[src/fwph_consts.vh]
// Purpose: constants for the flash write-protect and pause block
// Assumes: 8 MB array of 128 sectors of 64 kB, 24-bit byte address
// Notes: command codes are ordinary serial flash opcodes
`ifndef FWPH_CONSTS_VH
`define FWPH_CONSTS_VH
`define FWPH_OP_LATCH_SET 8'h06
`define FWPH_OP_LATCH_CLR 8'h04
`define FWPH_OP_REG_WRITE 8'h01
`define FWPH_OP_PAGE_WRITE 8'h02
`define FWPH_OP_QUAD_WRITE 8'h32
`define FWPH_OP_OTP_WRITE 8'h42
`define FWPH_OP_WIPE_64K 8'hD8
`define FWPH_OP_WIPE_4K 8'h20
`define FWPH_OP_WIPE_8K 8'h40
`define FWPH_OP_WIPE_ALL 8'hC7
`define FWPH_SECT_MSB 22
`define FWPH_SECT_LSB 16
`define FWPH_LOCK_ALL 3'h7
`define FWPH_LOCK_RST 3'h0
`define FWPH_BUSY_NORMAL 16'h0400
`define FWPH_BUSY_BOOST 16'h0100
`define FWPH_BITS_PER_BYTE 3'h0
`endif

[src/fwph_pin_sync.v]
// Purpose: three-stage synchroniser with agreement filter
// Assumes: input from outside the clk_sys domain
// Notes: output changes only when stages two and three agree
`timescale 1ns/1ps
module fwph_pin_sync (
  clk_sys,
  srst,
  pin_in,
  level_out
);
  parameter RST_VAL = 1'b0;
  input wire clk_sys;
  input wire srst;
  input wire pin_in;
  output reg level_out;
  reg s1_q;
  reg s2_q;
  reg s3_q;
  always @(posedge clk_sys) begin
    if (srst) begin
      s1_q <= RST_VAL;
      s2_q <= RST_VAL;
      s3_q <= RST_VAL;
      level_out <= RST_VAL;
    end else begin
      s1_q <= pin_in;
      s2_q <= s1_q;
      s3_q <= s2_q;
      if (s2_q == s3_q)
        level_out <= s3_q;
    end
  end
endmodule

[src/fwph_top.v]
// Purpose: write latch, region lock, pin lock, clock count, pause
// Assumes: serial link sampled by clk_sys, mode 0 (sample on rise)
// Notes: array itself is outside; block emits accepted write pulses
`timescale 1ns/1ps
`include "fwph_consts.vh"
module fwph_top (
  clk_sys,
  srst,
  chip_select_n,
  serial_clk,
  serial_in,
  pause_n,
  write_protect_n_boost,
  high_voltage_boost,
  four_lane_cfg,
  lock_origin_sel,
  lock_bits_volatile_sel,
  serial_out_int,
  serial_out,
  serial_out_en_n,
  paused,
  write_latch,
  region_lock,
  status_write_lock,
  busy,
  boost_active,
  array_write_go,
  array_write_op,
  array_write_addr,
  cmd_discarded
);
  input wire clk_sys;
  input wire srst;
  input wire chip_select_n;
  input wire serial_clk;
  input wire serial_in;
  input wire pause_n;
  input wire write_protect_n_boost;
  input wire high_voltage_boost;
  input wire four_lane_cfg;
  input wire lock_origin_sel;
  input wire lock_bits_volatile_sel;
  input wire serial_out_int;
  output reg serial_out;
  output reg serial_out_en_n;
  output reg paused;
  output reg write_latch;
  output reg [2:0] region_lock;
  output reg status_write_lock;
  output reg busy;
  output reg boost_active;
  output reg array_write_go;
  output reg [7:0] array_write_op;
  output reg [23:0] array_write_addr;
  output reg cmd_discarded;

  localparam ST_IDLE = 2'h0;
  localparam ST_OP = 2'h1;
  localparam ST_ADDR = 2'h2;
  localparam ST_DATA = 2'h3;

  wire cs_n_s;
  wire sck_s;
  wire si_s;
  wire pause_n_s;
  wire wp_s;
  wire hv_s;

  reg sck_prev_q;
  reg cs_prev_q;
  reg pause_prev_q;
  reg pause_pend_q;
  reg [1:0] st_q;
  reg [7:0] shift_q;
  reg [2:0] bit_cnt_q;
  reg [4:0] addr_cnt_q;
  reg [7:0] op_q;
  reg [23:0] addr_q;
  reg [7:0] data0_q;
  reg data_seen_q;
  reg [15:0] busy_cnt_q;
  reg vol_done_q;

  // the three-flop filter costs four clk_sys periods of latency, fine
  // against the 320 ns link period
  fwph_pin_sync #(.RST_VAL(1'b1)) u_cs (.clk_sys(clk_sys),
    .srst(srst), .pin_in(chip_select_n), .level_out(cs_n_s));
  fwph_pin_sync #(.RST_VAL(1'b0)) u_sck (.clk_sys(clk_sys),
    .srst(srst), .pin_in(serial_clk), .level_out(sck_s));
  fwph_pin_sync #(.RST_VAL(1'b0)) u_si (.clk_sys(clk_sys),
    .srst(srst), .pin_in(serial_in), .level_out(si_s));
  fwph_pin_sync #(.RST_VAL(1'b1)) u_hold (.clk_sys(clk_sys),
    .srst(srst), .pin_in(pause_n), .level_out(pause_n_s));
  fwph_pin_sync #(.RST_VAL(1'b1)) u_wp (.clk_sys(clk_sys),
    .srst(srst), .pin_in(write_protect_n_boost), .level_out(wp_s));
  fwph_pin_sync #(.RST_VAL(1'b0)) u_hv (.clk_sys(clk_sys),
    .srst(srst), .pin_in(high_voltage_boost), .level_out(hv_s));

  function is_modify;
    input [7:0] op;
    begin
      case (op)
        `FWPH_OP_PAGE_WRITE, `FWPH_OP_QUAD_WRITE, `FWPH_OP_OTP_WRITE,
        `FWPH_OP_WIPE_64K, `FWPH_OP_WIPE_4K, `FWPH_OP_WIPE_8K,
        `FWPH_OP_WIPE_ALL, `FWPH_OP_REG_WRITE: is_modify = 1'b1;
        default: is_modify = 1'b0;
      endcase
    end
  endfunction

  function has_addr;
    input [7:0] op;
    begin
      has_addr = is_modify(op) && op != `FWPH_OP_WIPE_ALL &&
        op != `FWPH_OP_REG_WRITE;
    end
  endfunction

  // lock decode: code 0 locks none, code n locks 2^n sectors, 7 locks all 128
  function sect_locked;
    input [2:0] code;
    input bottom;
    input [6:0] sect;
    reg [7:0] span;
    begin
      span = 8'h00;
      if (code != 3'h0)
        span = 8'h01 << code;
      if (code == `FWPH_LOCK_ALL)
        sect_locked = 1'b1;
      else if (bottom)
        sect_locked = {1'b0, sect} < span;
      else
        sect_locked = {1'b0, sect} >= (8'h80 - span);
    end
  endfunction

  wire quad = four_lane_cfg;
  wire pause_ok = !quad;
  wire sck_rise = sck_s && !sck_prev_q;
  wire sck_fall = !sck_s && sck_prev_q;
  wire cs_rise = cs_n_s && !cs_prev_q;
  wire pause_fall = !pause_n_s && pause_prev_q && pause_ok;
  wire pause_rise = pause_n_s && !pause_prev_q;
  wire pin_lock = status_write_lock && !wp_s && !quad;
  wire live = !cs_n_s && !paused;
  wire [7:0] shift_d = {shift_q[6:0], si_s};
  wire whole = bit_cnt_q == `FWPH_BITS_PER_BYTE;
  wire locked_tgt = (op_q == `FWPH_OP_WIPE_ALL) ? (region_lock != 3'h0) :
    sect_locked(region_lock, lock_origin_sel,
    addr_q[`FWPH_SECT_MSB:`FWPH_SECT_LSB]);

  // pause entry and exit
  always @(posedge clk_sys) begin
    if (srst) begin
      sck_prev_q <= 1'b0;
      cs_prev_q <= 1'b1;
      pause_prev_q <= 1'b1;
      pause_pend_q <= 1'b0;
      paused <= 1'b0;
    end else begin
      sck_prev_q <= sck_s;
      cs_prev_q <= cs_n_s;
      pause_prev_q <= pause_n_s;
      if (cs_n_s || !pause_ok) begin
        paused <= 1'b0;
        pause_pend_q <= 1'b0;
      end else if (!paused) begin
        if (pause_fall && !sck_s)
          paused <= 1'b1;
        else if (pause_fall)
          pause_pend_q <= 1'b1;
        else if (pause_pend_q && sck_fall) begin
          paused <= !pause_n_s;
          pause_pend_q <= 1'b0;
        end
      end else begin
        if (pause_rise && !sck_s)
          paused <= 1'b0;
        else if (pause_rise)
          pause_pend_q <= 1'b1;
        else if (pause_pend_q && sck_fall) begin
          paused <= !pause_n_s;
          pause_pend_q <= 1'b0;
        end
      end
    end
  end

  always @(posedge clk_sys) begin
    if (srst) begin
      serial_out <= 1'b0;
      serial_out_en_n <= 1'b1;
    end else begin
      serial_out <= serial_out_int;
      serial_out_en_n <= cs_n_s || paused;
    end
  end

  // frame decode; cs rise (paused or not) resets it
  always @(posedge clk_sys) begin
    if (srst) begin
      st_q <= ST_IDLE;
      shift_q <= 8'h00;
      bit_cnt_q <= 3'h0;
      addr_cnt_q <= 5'h00;
      op_q <= 8'h00;
      addr_q <= 24'h000000;
      data0_q <= 8'h00;
      data_seen_q <= 1'b0;
    end else if (cs_n_s) begin
      st_q <= ST_IDLE;
      bit_cnt_q <= 3'h0;
      addr_cnt_q <= 5'h00;
      data_seen_q <= 1'b0;
    end else if (live && sck_rise) begin
      shift_q <= shift_d;
      bit_cnt_q <= bit_cnt_q + 3'h1;
      case (st_q)
        ST_IDLE, ST_OP: begin
          st_q <= ST_OP;
          if (bit_cnt_q == 3'h7) begin
            op_q <= shift_d;
            st_q <= has_addr(shift_d) ? ST_ADDR : ST_DATA;
          end
        end
        ST_ADDR: begin
          addr_q <= {addr_q[22:0], si_s};
          addr_cnt_q <= addr_cnt_q + 5'h01;
          if (addr_cnt_q == 5'h17)
            st_q <= ST_DATA;
        end
        ST_DATA: begin
          if (bit_cnt_q == 3'h7 && !data_seen_q) begin
            data0_q <= shift_d;
            data_seen_q <= 1'b1;
          end
        end
        default: st_q <= ST_IDLE;
      endcase
    end
  end

  wire frame_end = cs_rise && (st_q == ST_DATA);
  wire mod_ok = write_latch && whole && !busy;
  wire reg_ok = !pin_lock;
  wire area_ok = !locked_tgt;

  // latch, lock bits, execution and busy timer
  always @(posedge clk_sys) begin
    if (srst) begin
      write_latch <= 1'b0;
      status_write_lock <= 1'b0;
      region_lock <= `FWPH_LOCK_RST;
      busy <= 1'b0;
      busy_cnt_q <= 16'h0000;
      vol_done_q <= 1'b0;
      boost_active <= 1'b0;
      array_write_go <= 1'b0;
      array_write_op <= 8'h00;
      array_write_addr <= 24'h000000;
      cmd_discarded <= 1'b0;
    end else begin
      array_write_go <= 1'b0;
      cmd_discarded <= 1'b0;
      boost_active <= hv_s && !quad;
      // one shot after reset, so a later written 000 is kept
      vol_done_q <= 1'b1;
      if (lock_bits_volatile_sel && !vol_done_q)
        region_lock <= `FWPH_LOCK_ALL;
      // busy runs on clk_sys, so pause or select never cut it short
      if (busy) begin
        if (busy_cnt_q == 16'h0001) begin
          busy <= 1'b0;
          write_latch <= 1'b0;
        end
        busy_cnt_q <= busy_cnt_q - 16'h0001;
      end
      if (cs_rise && st_q != ST_IDLE && whole && !busy) begin
        if (op_q == `FWPH_OP_LATCH_SET && st_q == ST_DATA)
          write_latch <= 1'b1;
        else if (op_q == `FWPH_OP_LATCH_CLR && st_q == ST_DATA)
          write_latch <= 1'b0;
      end
      if (frame_end && is_modify(op_q)) begin
        if (!mod_ok) begin
          cmd_discarded <= 1'b1;
        end else if (op_q == `FWPH_OP_REG_WRITE) begin
          if (reg_ok && data_seen_q) begin
            status_write_lock <= data0_q[7];
            region_lock <= data0_q[4:2];
          end
          write_latch <= 1'b0;
          cmd_discarded <= !(reg_ok && data_seen_q);
        end else if (area_ok || op_q == `FWPH_OP_OTP_WRITE) begin
          array_write_go <= 1'b1;
          array_write_op <= op_q;
          array_write_addr <= addr_q;
          busy <= 1'b1;
          busy_cnt_q <= (hv_s && !quad) ? `FWPH_BUSY_BOOST :
            `FWPH_BUSY_NORMAL;
        end else begin
          write_latch <= 1'b0;
          cmd_discarded <= 1'b1;
        end
      end
    end
  end
endmodule

[config.mk]
export PLATFORM = sky130hd
export DESIGN_NAME = fwph_top
export DESIGN_NICKNAME = d
export VERILOG_FILES = /design/src/fwph_pin_sync.v /design/src/fwph_top.v
export VERILOG_INCLUDE_DIRS = /design/src /design/src/src
export SDC_FILE = /design/constraint.sdc
export NUM_CORES = 1
export LEC_CHECK = 0
export ABC_AREA = 1
export ABC_CLOCK_PERIOD_IN_PS = 4200
export BUFFER_PORTS_ARGS = -buffer_cell sky130_fd_sc_hd__buf_2
export CORE_UTILIZATION = 45
export DETAILED_ROUTE_END_ITERATION = 16
export PLACE_DENSITY = 0.72
export SLEW_MARGIN = 15
export SYNTH_ARGS = -nofsm -noshare
export SYNTH_HDL_FRONTEND = slang
export SYNTH_HIERARCHICAL = 1
export SYNTH_SLANG_ARGS = --single-unit
export TNS_END_PERCENT = 50
[constraint.sdc]
create_clock -name clk_sys -period 4.2 [get_ports clk_sys]
set_input_delay 0.63 -clock clk_sys [delete_from_list [all_inputs] [get_ports clk_sys]]
set_output_delay 0.63 -clock clk_sys [all_outputs]
set_load 0.01 [all_outputs]
==> Yosys cells after proc, flatten, opt, wreduce, memory -nomap -nowiden <==
Index checks and enable logic that the tools add are counted.
{ "totals": {"inputBits": 12, "reg_bits": 147, "out_inout_bits": 44} }
{ "op_classes": {"n_bitwise": 4, "shift": 1, "n_addsub": 4, "n_mux": 60, "n_lt_le_gt_ge": 2, "n_reduce_logical": 68, "eq_ne": 36} }
{ "ops": {"columns": ["cell", "n"], "rows": [
  ["$mux 16", 5],
  ["$mux 1", 45],
  ["$eq 8x6->1 const B", 4],
  ["$eq 8x7->1 const B", 4],
  ["$eq 8x8->1 const B", 4],
  ["$logic_and 1x1->1", 28],
  ["$eq 16x1->1 const B", 1],
  ["$eq 8x1->1 const B", 2],
  ["$eq 8x2->1 const B", 2],
  ["$eq 8x3->1 const B", 2],
  ["$reduce_and 4->1", 4],
  ["$reduce_or 8->1", 2],
  ["$sub 16x1->16 const B", 1],
  ["$logic_not 1->1", 15],
  ["$mux 3", 5],
  ["$mux 11", 1],
  ["$reduce_and 3->1", 3],
  ["$ge 7x8->1", 1],
  ["$lt 7x8->1", 1],
  ["$mux 8", 1],
  ["$ne 8x1->1 const B", 1],
  ["$ne 8x8->1 const B", 1],
  ["$reduce_or 2->1", 4],
  ["$shl 1x3->8 const A", 1],
  ["19 further kinds", 37]
]} }

==> Longest topological paths before layout <==
{ "depth": {"depth_word": 13, "mapped_depth": 21, "mapped_depth_nobuf": 20} }

==> By module <==
The synthesis kept the hierarchy.
{ "by_module_without_submodules": {"columns": ["mod", "cells_each", "seq_area_each_um2", "area_each_um2", "n_inst"], "rows": [
  ["fwph_top", 729, 2382.3, 5439.0, 1],
  ["fwph_pin_sync (u_cs ...)", 15, 80.1, 128.9, 3],
  ["fwph_pin_sync (u_hv ...)", 13, 80.1, 121.4, 3]
]} }

==> Least setup slack after synthesis <==
No wires, ideal clock.
{ "synth_path": {"kind": "flip-flop to flip-flop", "from": "register region_lock[0]", "to": "register array_write_op[2]", "arrival_ns": 2.474, "path_slack_ns": 1.610, "synth_period_minus_slack_ns": 2.590, "t_required_ns": 4.084, "path_buffers": 2, "stages_incl_launch_ff": 20, "setup_ns": 0.116, "cell_sequence": "dfxtp_1 inv_1 nor3_1 inv_1 ha_1 inv_1 xor2_1 ha_1 a21oi_1 nand2_1 nand3_1 nand3_1 nand2_1 nand2_2 nand2_1 nand3_2 buf_6 buf_6 nand3_1 nand2_1"} }
{ "synth_between": {"elab_chain_len": 10, "elab_cells_between_ends": 13, "cone_classes": "add/sub: 1; order compare: 2; eq/ne: 1; shift: 1; mux: 4; reduce/logical: 4"} }
{ "synth_rtl": {"columns": ["element", "line", "source"], "rows": [
  ["start, declared", "fwph_top.v:48", "output reg [2:0] region_lock;"],
  ["start signal, assigned", "fwph_top.v:254", "region_lock <= `FWPH_LOCK_RST;"],
  ["start signal, assigned", "fwph_top.v:270", "region_lock <= `FWPH_LOCK_ALL;"],
  ["start signal, assigned", "fwph_top.v:291", "region_lock <= data0_q[4:2];"],
  ["$reduce_bool 3->1 / $shl 1x3->8 (equally long branches)", "fwph_top.v:127, fwph_top.v:149, fwph_top.v:128", null],
  ["$mux 8", "fwph_top.v:127", "if (code != 3'h0)"],
  ["$sub 8x8->8", "fwph_top.v:134", "sect_locked = {1'b0, sect} >= (8'h80 - span);"],
  ["$ge 7x8->1", "fwph_top.v:134", null],
  ["$mux 1", "fwph_top.v:131", "else if (bottom)"],
  ["$mux 1", "fwph_top.v:129", "if (code == `FWPH_LOCK_ALL)"],
  ["$mux 1 (*)", "fwph_top.v:149", "wire locked_tgt = (op_q == `FWPH_OP_WIPE_ALL) ? (region_lock != 3'h0) :"],
  ["$logic_not 1->1 (*)", "fwph_top.v:247", "wire area_ok = !locked_tgt;"],
  ["$logic_or 1x1->1 (no source line) (*)", null, null],
  ["$reduce_and 4->1 (no source line) (*)", null, null],
  ["end signal, assigned", "fwph_top.v:297", "array_write_op <= op_q;"],
  ["end, declared", "fwph_top.v:53", "output reg [7:0] array_write_op;"]
]} }
Every way passes the cells marked *; elsewhere a longest branch is shown, timed or not.
A chain may end at the register's enable or synchronous reset.

==> Worst setup path after layout <==
{ "layout_path": {"from": "register region_lock[0]", "to": "register array_write_addr[22]"} }
{ "layout_between": {"elab_chain_len": 10, "elab_cells_between_ends": 13, "cone_classes": "add/sub: 1; order compare: 2; eq/ne: 1; shift: 1; mux: 4; reduce/logical: 4"} }
{ "layout_rtl": {"columns": ["element", "line", "source"], "rows": [
  ["$reduce_bool 3->1 / $shl 1x3->8 (equally long branches)", "fwph_top.v:127, fwph_top.v:149, fwph_top.v:128", null],
  ["$mux 8", "fwph_top.v:127", null],
  ["$sub 8x8->8", "fwph_top.v:134", null],
  ["$ge 7x8->1", "fwph_top.v:134", null],
  ["$mux 1", "fwph_top.v:131", null],
  ["$mux 1", "fwph_top.v:129", null],
  ["$mux 1 (*)", "fwph_top.v:149", null],
  ["$logic_not 1->1 (*)", "fwph_top.v:247", null],
  ["$logic_or 1x1->1 (no source line) (*)", null, null],
  ["$reduce_and 4->1 (no source line) (*)", null, null],
  ["end signal, assigned", "fwph_top.v:298", "array_write_addr <= addr_q;"],
  ["end, declared", "fwph_top.v:54", "output reg [23:0] array_write_addr;"]
]} }
Marks and branches as above.

==> metrics.csv <==
metric,value,unit
cap_violations,0,
pin_count,56,
max_freq,313,MHz
hp-start,pause_n,
crit_chain,inv_1 -> nor3_1 -> inv_1 -> ha_1 -> inv_1 -> xor2_1 -> ha_1 -> a21oi_1 -> nand2_1 -> nand3_1 -> nand3_1 -> nand2_1 -> nand2_2 -> a21oi_4 -> buf_4 -> nand4_1 -> nand2_1,
status,completed,
worst_pin_slew,0.979,ns
cts.root.buffer_cell,clkbuf_16,
critPathBufInv,4,
end_kind,flop,
layout-drive-gt1-share,14.8,%
drtIter0Drc,398,
synth_warnings,6,
synth_nets,843,
dp_hpwl,8570,µm
diodes,0,
netlist_area,6190,µm²
synth_top_area_cell,dfxtp_1,
r2r_setup_slack,1.01,ns
pwr_density_cell,413,nW/µm²
r2r-end,array_write_addr[22],
hold_ws,0.397,ns
setup_viol,0,
die-area,14200,µm²
power,2.95,mW
final_nets,888,
yosysSeqAreaShare,46.3,%
vias,5255,
area_growth,15.4,%
finalHoldViolCount,0,
drtAntennaViolNets,0,
worstPathRequired,4.55,ns
grt_pass1_wl,21900,µm
routabilityCongestion,0.844,
cpMaxStageDelayCell,a21oi_4,
grt_pass1_vias,4738,
clk_pin_slew,0.06,ns
fin_crit,3.19,ns
core_area,13300,µm²
cp.depth,17,
cts_buffer_depth,2,
placement_rows,42,
grt.total_usage,19.1,%
drv_slew,0,
grt_overflow,0,
crit_type,reg -> reg,
post_cts_buffers,0,
critPathCapture,array_write_addr[22],
synthDominantCellAreaShare,46.3,%
synthArstFlopShare,0,%
synth_seq_cells,143,
route.detailed.drc,0,
startpoint_type,flop,
r2r_start,region_lock[0],
critPathLaunch,region_lock[0],
nFillCells,1270,
hp-class,in -> reg,
antenna_found_initial,0,
slew_headroom,34.6,%
rsz0062_at_grt,no,
start_util,46.4,%
r2r_cells,17,
cpPeakStageDelay,0.50,ns
clk_latency,0.42,ns
synth_edf_count,0,
cts_buffers,17,
fin_setup_tns,0,ns
die_h,119,µm
critPathArrivalTime,3.55,ns
drt_wl_total,12900,µm
h-tree-depth,4,
crit_fanout,21,
cts_tree,done,
synthCells,813,
synth-main-ff-cell,dfxtp_1,
p_leak,3.35,nW
portBuffers,55,
first_pass_iters,4,
ys_top_cells_by_area,"dfxtp_1 46%, nand2_1 7.4%, nor2_1 6.6%",
synth_cell_types,42,
crit_family,simple AND/OR/NAND/NOR gates,
post-route-period-util,76.1,%
syn_avg_cell_area,7.61,µm²
fin_skew,0.00913,ns
die_w,119,µm
detail_route.wl_per_cell,12.4,µm
grt_max_degree,59,
ctsHoldBuffers,0,
via_per_inst,5.03,
vdd_drop_max,0.000300,V
numClockSinks,143,
cts_resized,0,
-- worst register-to-register path: stages (launching register included) --
cell and delay (ns):
dfxtp_1 0.44, inv_1 0.12, nor3_1 0.23, inv_1 0.07, ha_1 0.22, inv_1 0.09, xor2_1 0.14, ha_1 0.27
a21oi_1 0.15, nand2_1 0.06, nand3_1 0.07, nand3_1 0.07, nand2_1 0.07, nand2_2 0.07, a21oi_4 0.50, buf_4 0.31
nand4_1 0.13, nand2_1 0.11
-- per-layer routing --
metal / global-route usage (%) / up-vias / routed length (µm)
met4: 6.72 / 0 / 114
met3: 4.84 / 13 / 656
met2: 29.6 / 125 / 5710
met5: 0 / - / 0
li1: - / 2758 / -
met1: 25.7 / 2359 / 6460
-- worst min path at each step --
stage,endpoint,slack [ns],cells after the start
floorplan,u_cs/s2_q,0.38,1
global placement,u_hold/s2_q,0.39,1
detailed placement,u_wp/s2_q,0.39,1
CTS,u_hold/s1_q,0.38,2
global route,u_hold/s1_q,0.39,2
finish,u_hold/s1_q,0.40,2
-- synth_stat cells, types with 3 or more instances --
| cell | number |
|---|---|
| nor2_2 | 10 |
| clkbuf_1 | 18 |
| a211oi_1 | 3 |
| inv_1 | 95 |
| nor2_1 | 109 |
| inv_2 | 7 |
| nand4_1 | 42 |
| dfxtp_1 | 143 |
| a21oi_1 | 47 |
| o21ai_0 | 63 |
| xor2_1 | 8 |
| nand3_1 | 52 |
| o21bai_1 | 3 |
| nand2_1 | 122 |
| nor3_1 | 9 |
| nand3_2 | 11 |
| or2_1 | 7 |
| ha_1 | 18 |
| buf_2 | 13 |
-- metrics by stage --
step / setup WS [ns] / util, % / instance area (µm²) / std cells
global route: 0.712 / 53.5 / 7140 / 1045
global placement: 1.15 / 49.2 / 6570 / 1015
detailed placement: 1.05 / 49.2 / 6570 / 1015
finish: 1.01 / 53.5 / 7140 / 1045
CTS: 1.01 / 53.5 / 7140 / 1045
floorplan: 1.61 / - / 6190 / 813
-- area by class of cell --
class                      count  area (µm²)  share of cell area, %
tap                          176         220                   3.08
timing repair buffer          61         320                   4.48
clock inverter                 5        80.1                   1.12
sequential                   143        2860                   40.1
inverter                     103         387                   5.41
clock buffer                  25         495                   6.94
multi-input combinational    532        2780                   38.9
-- layout by cell type (no fill, tap or decap), types with 3 or more instances in the layout --
cell type	netlist	layout
nor2_1	109	109
clkbuf_8	0	4
nand3_1	52	52
or2_1	7	7
dfxtp_1	143	143
a21oi_1	47	47
o21ai_0	63	63
a211oi_1	3	3
nand3_2	11	11
ha_1	18	18
nand2_1	122	122
clkbuf_1	18	4
nand4_1	42	42
nor3_1	9	9
buf_2	13	55
xor2_1	8	8
inv_1	95	95
clkbuf_16	0	17
buf_4	0	6
o21bai_1	3	3
nor2_2	10	10
inv_2	7	8
-- logic make-up (layout without fill, tap and decap cells) --
family                     after synthesis  count (layout)  share of synthesized area [%]
DFF                                    143             143                           46.3
adders and majority gates               18              18                           3.64
and+or+nand+nor                        377             377                           28.8
xor gates and xnor gates                 8               8                           1.13
AOI/OAI and AO/OA                      129             129                           11.3
buffers and inverters                  138             194                           8.87
-- registers in the layout (all words and copies together) (netlist names), 2 cells and up --
| name | flops |
|---|---|
| bit_cnt_q | 3 |
| array_write_addr | 24 |
| busy_cnt_q | 16 |
| st_q | 2 |
| op_q | 8 |
| array_write_op | 8 |
| shift_q | 7 |
| region_lock | 3 |
| addr_cnt_q | 5 |
| data0_q | 4 |
| addr_q | 24 |
-- where the power goes --
group          internal, mW  leakage [nW]  switching, mW
logic                0.0358          1.91         0.0735
registers              1.37          1.16        0.00771
clock network         0.930         0.275          0.539
total                  2.33          3.35          0.620
Note: power is estimated with default switching activity, not from simulation.
